### src/rtl/pafs_pkg.sv
// Package with sub-register indices, reset values and pin constants.
package pafs_pkg;
    // Data width of the address, control and sub-registers
    localparam int            DW              = 8;
    // Sub-register indices written into the port address register
    localparam logic [7:0]    SUB_DIR         = 8'h01;
    localparam logic [7:0]    SUB_AFEN        = 8'h02;
    localparam logic [7:0]    SUB_FSET1       = 8'h07;
    localparam logic [7:0]    SUB_FSET2       = 8'h08;
    // Reset values of the alternate-function enable sub-register
    localparam logic [7:0]    AFEN_RST_ABC    = 8'h00;
    localparam logic [7:0]    AFEN_RST_D      = 8'h01;
    localparam logic [7:0]    AFEN_RST_A8PIN  = 8'h04;
    // Other reset values; direction resets to all inputs
    localparam logic [7:0]    DIR_RST         = 8'hff;
    localparam logic [7:0]    FSET_RST        = 8'h00;
    localparam logic [7:0]    ADDR_RST        = 8'h00;
    // Answer on an unmapped sub-register index
    localparam logic [7:0]    UNMAPPED_RD     = 8'h00;
    // Port B pin positions with special meaning
    localparam int            PB_EXTERNAL_CLOCK_INPUT_PIN    = 3;
    localparam int            PB_VREF_PIN     = 5;
    // Port B analog functions exist on pins 0..5 only
    localparam logic [7:0]    PB_ANALOG_MASK  = 8'h3f;
    // Port identity
    typedef enum logic [1:0] {
        PAFS_PORT_A = 2'h0,
        PAFS_PORT_B = 2'h1,
        PAFS_PORT_C = 2'h2,
        PAFS_PORT_D = 2'h3
    } pafs_port_t;
endpackage

### src/rtl/pafs_port_mux.sv
// Pin multiplexer: GPIO versus alternate function per port pin.
`timescale 1ns/10ps
module pafs_port_mux #(
    parameter pafs_pkg::pafs_port_t PORT       = pafs_pkg::PAFS_PORT_B,
    parameter bit                   EIGHT_PIN  = 1'b0,
    parameter bit                   PINS28     = 1'b1,
    parameter int                   NPIN       = 8
) (
    // Clock, reset, enable
    input  wire logic             i_clk_sys,
    input  wire logic             i_nrst,
    input  wire logic             i_ce,
    // Port address and control register access
    input  wire logic             i_addr_wr,
    input  wire logic             i_ctl_wr,
    input  wire logic [pafs_pkg::DW-1:0] i_wdata,
    output logic      [pafs_pkg::DW-1:0] o_addr,
    output logic      [pafs_pkg::DW-1:0] o_rdata,
    // GPIO data path
    input  wire logic [NPIN-1:0]  i_gpio_out,
    output logic      [NPIN-1:0]  o_gpio_in,
    // Peripheral alternate path
    input  wire logic [NPIN-1:0]  i_alt_out,
    input  wire logic [NPIN-1:0]  i_alt_oe,
    output logic      [NPIN-1:0]  o_alt_active,
    output logic      [NPIN-1:0]  o_analog_sel,
    output logic                  o_ext_clk_en,
    output logic                  o_ext_clk,
    // Pad
    input  wire logic [NPIN-1:0]  i_pin_i,
    output logic      [NPIN-1:0]  o_pin_o,
    output logic      [NPIN-1:0]  o_pin_oe
);
    import pafs_pkg::*;

    // Elaboration check: the pin count must equal the one-byte register width
    if (NPIN != DW) begin : g_bad_npin
        $error("NPIN must equal the register width");
    end

    // Reset value of the enable register for this port build
    localparam logic [7:0] AFEN_RST =
        (PORT == PAFS_PORT_D) ? AFEN_RST_D :
        ((PORT == PAFS_PORT_A) && EIGHT_PIN) ? AFEN_RST_A8PIN :
        AFEN_RST_ABC;
    localparam bit IS_B = (PORT == PAFS_PORT_B);

    logic [1:0]      rst_sync_r;   // Reset release stages
    logic            rst_n;        // Synchronised reset
    logic [7:0]      addr_r;       // Port address register
    logic [7:0]      dir_r;        // Direction, 1 = input
    logic [7:0]      afen_r;       // Alternate-function enables
    logic [7:0]      fset1_r;      // Function set one
    logic [7:0]      fset2_r;      // Function set two, held only
    logic [7:0]      rdata_r;      // Read data register
    logic [NPIN-1:0] s1_r;         // Pin sync stage one
    logic [NPIN-1:0] s2_r;         // Pin sync stage two
    logic [NPIN-1:0] s3_r;         // Pin sync stage three
    logic [NPIN-1:0] pin_in_r;     // Filtered pin level

    // Reset released through two flops, asserted at once
    always_ff @(posedge i_clk_sys or negedge i_nrst) begin
        if (!i_nrst) begin
            rst_sync_r <= 2'h0;
        end else begin
            rst_sync_r <= {rst_sync_r[0], 1'b1};
        end
    end
    assign rst_n = rst_sync_r[1];

    // Sub-register decode from the held address
    wire wr_dir   = i_ce & i_ctl_wr & (addr_r == SUB_DIR);
    wire wr_afen  = i_ce & i_ctl_wr & (addr_r == SUB_AFEN);
    wire wr_fset1 = i_ce & i_ctl_wr & (addr_r == SUB_FSET1);
    wire wr_fset2 = i_ce & i_ctl_wr & (addr_r == SUB_FSET2);

    // Read selection; unknown indices answer zero
    wire [7:0] rd_mux =
        (addr_r == SUB_DIR)   ? dir_r   :
        (addr_r == SUB_AFEN)  ? afen_r  :
        (addr_r == SUB_FSET1) ? fset1_r :
        (addr_r == SUB_FSET2) ? fset2_r : UNMAPPED_RD;

    // Address register, loaded by software before a control access
    always_ff @(posedge i_clk_sys or negedge rst_n) begin
        if (!rst_n) begin
            addr_r <= ADDR_RST;
        end else if (i_ce && i_addr_wr) begin
            addr_r <= i_wdata;
        end
    end

    // Enable sub-register with its build-dependent reset value
    always_ff @(posedge i_clk_sys or negedge rst_n) begin
        if (!rst_n) begin
            afen_r <= AFEN_RST;
        end else if (wr_afen) begin
            afen_r <= i_wdata;
        end
    end

    // Direction and function-set sub-registers
    always_ff @(posedge i_clk_sys or negedge rst_n) begin
        if (!rst_n) begin
            dir_r   <= DIR_RST;
            fset1_r <= FSET_RST;
            fset2_r <= FSET_RST;
        end else begin
            if (wr_dir) begin
                dir_r <= i_wdata;
            end
            if (wr_fset1) begin
                fset1_r <= i_wdata;
            end
            // Stored so software reads back what it wrote
            if (wr_fset2) begin
                fset2_r <= i_wdata;
            end
        end
    end

    // Read data follows the selected sub-register one cycle late
    always_ff @(posedge i_clk_sys or negedge rst_n) begin
        if (!rst_n) begin
            rdata_r <= UNMAPPED_RD;
        end else if (i_ce) begin
            rdata_r <= rd_mux;
        end
    end
    assign o_rdata = rdata_r;
    assign o_addr  = addr_r;

    // Pin input sync; a level counts once stages two and three agree
    always_ff @(posedge i_clk_sys or negedge rst_n) begin
        if (!rst_n) begin
            s1_r     <= '0;
            s2_r     <= '0;
            s3_r     <= '0;
            pin_in_r <= '0;
        end else if (i_ce) begin
            s1_r     <= i_pin_i;
            s2_r     <= s1_r;
            s3_r     <= s2_r;
            pin_in_r <= (s2_r & s3_r) | (pin_in_r & (s2_r | s3_r));
        end
    end
    assign o_gpio_in = pin_in_r;

    // Port B function decode; only set one is consulted
    // Set bit 0 keeps the default, which is real only on pin 3
    logic [7:0] valid_fn;   // Enabled function really exists
    logic [7:0] analog_fn;  // Analog function picked
    generate
        for (genvar n = 0; n < NPIN; n++) begin : g_pin
            localparam bit ANA_OK = PB_ANALOG_MASK[n] &&
                                    ((n != PB_VREF_PIN) || PINS28);
            // Set bit 1 gives analog where it exists
            assign analog_fn[n] = IS_B & fset1_r[n] & ANA_OK;
            assign valid_fn[n]  = !IS_B ? 1'b1 :
                fset1_r[n] ? ANA_OK : (n == PB_EXTERNAL_CLOCK_INPUT_PIN);
            // Peripheral owns only an enabled real function
            assign o_alt_active[n] = afen_r[n] & valid_fn[n];
            assign o_analog_sel[n] = afen_r[n] & analog_fn[n];
            // Output path: GPIO under direction, else peripheral
            assign o_pin_oe[n] = afen_r[n] ?
                (o_alt_active[n] & ~analog_fn[n] & i_alt_oe[n]) :
                ~dir_r[n];
            assign o_pin_o[n] = afen_r[n] ?
                (o_alt_active[n] & i_alt_out[n]) :
                i_gpio_out[n];
        end
    endgenerate

    // External clock input on Port B pin 3 default function
    assign o_ext_clk_en = IS_B & afen_r[PB_EXTERNAL_CLOCK_INPUT_PIN] &
                          ~fset1_r[PB_EXTERNAL_CLOCK_INPUT_PIN];
    assign o_ext_clk    = o_ext_clk_en & pin_in_r[PB_EXTERNAL_CLOCK_INPUT_PIN];
endmodule

### config.mk
export PLATFORM = sky130hd
export DESIGN_NAME = pafs_port_mux
export DESIGN_NICKNAME = d
export VERILOG_FILES = /design/src/rtl/pafs_pkg.sv /design/src/rtl/pafs_port_mux.sv
export SDC_FILE = /design/constraint.sdc
export NUM_CORES = 1
export LEC_CHECK = 0
export ABC_CLOCK_PERIOD_IN_PS = 2400
export BUFFER_PORTS_ARGS = -buffer_cell sky130_fd_sc_hd__buf_2
export CAP_MARGIN = 5
export CORE_ASPECT_RATIO = 0.7
export CORE_MARGIN = 1
export CORE_UTILIZATION = 40
export CTS_CLUSTER_SIZE = 40
export DETAILED_ROUTE_END_ITERATION = 6
export GPL_ROUTABILITY_DRIVEN = 0
export PLACE_DENSITY_LB_ADDON = 0.12
export SYNTH_ARGS = -nofsm -noshare
export SYNTH_HDL_FRONTEND = slang
export SYNTH_SLANG_ARGS = --single-unit
### constraint.sdc
create_clock -name i_clk_sys -period 2.4 [get_ports i_clk_sys]
set_clock_uncertainty 0.1 [all_clocks]
set_input_delay 0.48 -clock i_clk_sys [delete_from_list [all_inputs] [get_ports i_clk_sys]]
set_output_delay 0.48 -clock i_clk_sys [all_outputs]
set_load 0.01 [all_outputs]
==> results by group <==
STA
  – Setup TNS: 0 ns
  – Max-slew headroom: 65.6%
  – Fmax achieved: 483 MHz
  – Hold Vio Cnt, Final: 0
  – Worst Tran Pin Value: 0.515 ns
  – Min Hold Slack: 0.195 ns
  – Fin. max-slew vios: 0
  – Final min period: around 2.1 ns
  – RSZ-0062 raised after global routing: no
  – Setup-failing EPs final: 0
  – Period utilisation layout: 86.2%

Pwr
  – Gate power share: 16.2%
  – Power Internal: 2.62 mW
  – Sw Pwr: about 0.94 mW
  – Sw frac: 26.5%
  – Lkg Pwr: 2.10 nW
  – Clk pwr share: between 30% and 40%
  – Pwr/cell area: 790 mW/mm^2
  – Total power: approximately 3.6 mW
  – Peak supply drop: 0.473 mV
  – Flop pwr share: 48.4%

Route
  – Residual DRC: 0
  – Detailed Route WL: roughly 7800 um
  – Avg WL per Cell: 15.5 um
  – Total vias in the final route: 2524
  – Pre-Repair DR Iteration Count: 4
  – Initial DRC Count: ~120
  – Post-DRT Antenna Nets: 0
  – Drt via density: approximately 5.0

Clocking
  – H-tree levels: 3
  – CTS tree: yes
  – Worst skew pair latency: around 0.33 ns
  – Post-CTS setup buffer count: 0
  – CTS buffer count: 9
  – # clock sinks: 82
  – Post-cts resize count: 0
  – Max clock buf depth: 2
  – Root buf cell: clkbuf_16
  – Reg clk slew, reported paths: 0.06 ns

Finish
  – ANT cells: 0
  – FF/Latch Area: 0.00207 mm^2
  – Final instance area: roughly 0.0045 mm^2
  – Area Overhead vs Synth: 22.8%
  – Multi-input logic area: 0.00148 mm^2
  – Fin cells: 505
  – Fillers: 792
  – Share of layout cells above drive strength 1: 49.1%
  – Number of nets in the layout: 425

Critical path
  – Critical Path RT: 2.52 ns
  – Worst R2R Start: o_addr[5]
  – WP data arrival: 2.19 ns
  – Critical path class: flip-flop to flip-flop
  – CP startpoint kind: flip-flop
  – Reg-to-reg slack, setup: 0.33 ns
  – Setup crit end kind: flip-flop
  – FF-to-FF path depth: 4
  – Max Fanout on Critical Path: 8
  – Critical path startpoint: o_addr[5]
  – Capturing point of the worst reg2reg path: fset1_r[4]
  – Critical path capture point: fset1_r[4]

Die
  – Die area: 0.00956 mm^2
  – Io pins: 103
  – Starting Density: 42.4%
  – Die W: 116 um
  – Core Rows: 28
  – Die Y: roughly 80 um
  – Core ar.: 0.00865 mm^2

Global routing
  – Most Used Layer, Global Route: met2
  – Total track usage: 18.1%
  – GRT overflow: 0
  – Met3 Use GR: 6.20%
  – Pin count of the biggest net entering global routing: between 40 and 50
  – Grt met2 use: about 28%
  – Global-route wire length before repair: 12400 um
  – Vias in the first global route: 2336
  – GR Layer Usage met1: 24.4%
  – Initial antenna violation count: 0

Outcome
  – Status: complete, no violations

Yosys
  – Main flop type after synthesis: dfrtp_1
  – Post-Synthesis Cells: 290
  – Synth cell count leaders: 74 x dfrtp_1, 65 x mux2_2, 30 x a21oi_1
  – Yosys cell types: 28
  – Sequential area share after synthesis: 56.3%
  – Top cells by area, synth: dfrtp_1 51%, mux2_2 20%, dfstp_2 5.7%
  – Syn Std Cell Area: 0.00366 mm^2
  – Flops & latches, synth: 82
  – Post-synthesis async set-or-reset flop share: 100%
  – Synth warn: 0
  – Post-synth EDFFs: 0
  – Yosys top cell area share: 50.5%
  – Synth area leader: dfrtp_1
  – Avg Inst Size Synth: 12.6 um^2
  – Most frequent cell after synthesis: dfrtp_1

Placement
  – Placed cell area: 0.00422 mm^2
  – Placed cell count: 488
  – DP HPWL: roughly 5500 um
  – I/O Buffers: 89

Run
  – Max Cap Viol: 0

Worst hold path
  – Min-delay worst type: flip-flop to asynchronous set/reset pin
-- power by group through the flow --
stage,registers [mW],logic [mW],clock network [mW]
2_1_floorplan,1.75,0.340,0
3_3_place_gp,1.74,0.567,0
3_5_place_dp,1.75,0.580,0
4_1_cts,1.73,0.583,1.30
5_1_grt,1.75,0.646,1.36
6_report,1.72,0.575,1.26
-- cell usage in the layout, fill, tap and decap left out, drive strengths merged --
cell / n
nand3: 1
o211ai: 1
o21ai: 1
and2: 9
a22oi: 8
clkinv: 3
nand4: 3
dlygate4sd3: 1
nor2b: 6
a22o: 6
nor2: 19
nand2: 6
o22ai: 8
inv: 6
buf: 95
nand2b: 8
clkbuf: 13
dfstp: 8
mux2: 65
conb: 5
o22a: 7
a21o: 1
nor4: 1
a21oi: 30
dfrtp: 74
-- flip-flops by register name, summed over array words and instances, names as in the netlist --
register    cells
s3_r            8
dir_r           8
o_gpio_in       8
fset2_r         8
o_rdata         8
rst_sync_r      2
s2_r            8
afen_r          8
fset1_r         8
s1_r            8
o_addr          8
-- through the flow --
step	util, %	setup slack (ns)
floorplan	-	0.559
global placement	48.7	0.348
detailed placement	48.7	0.325
CTS	52.0	0.305
global route	52.0	0.214
finish	52.0	0.330
-- cell families (layout without fill, tap and decap cells) --
logic type	after synthesis	after routing	share of synthesized area, %
compound gates	62	62	10.8
flops	82	82	56.3
mux	65	65	20.0
other cells	2	5	0.205
buf+inv	26	118	3.79
simple gates	53	53	9.01
-- repair_timing --
action                     CTS  global route
setup endpoints to repair    0             0
hold buffers                 1             0
hold endpoints to repair     2             0
-- worst max-delay path, stage by stage, from the launching register on --
cell	delay [ns]
dfrtp_1	0.41
nor4_4	0.45
nand3_1	0.26
nor2_4	0.35
mux2_2	0.38
-- worst min-delay path by stage --
| stage | to | depth (start not counted) |
|---|---|---|
| after floorplan | rst_sync_r[0] | 0 |
| after global placement | rst_sync_r[0] | 1 |
| after detailed placement | rst_sync_r[0] | 1 |
| after CTS | s1_r[0] | 0 |
| after global routing | fset1_r[6] | 0 |
| final | fset1_r[6] | 0 |
-- routing by layer --
metal,vias to the layer above,wire (um)
met1,1240,3660
met3,5,446
li1,1210,-
met2,69,3640
met4,0,85
met5,-,0
-- area by class of cell --
class	instances	area share, %
clock buffer	13	5.78
clock inverter	3	0.334
inverter	6	0.500
multi-input combinational	185	32.8
sequential	82	45.9
tap	120	3.34
timing repair buffer	96	11.4
(Power assumes the default switching activity.)
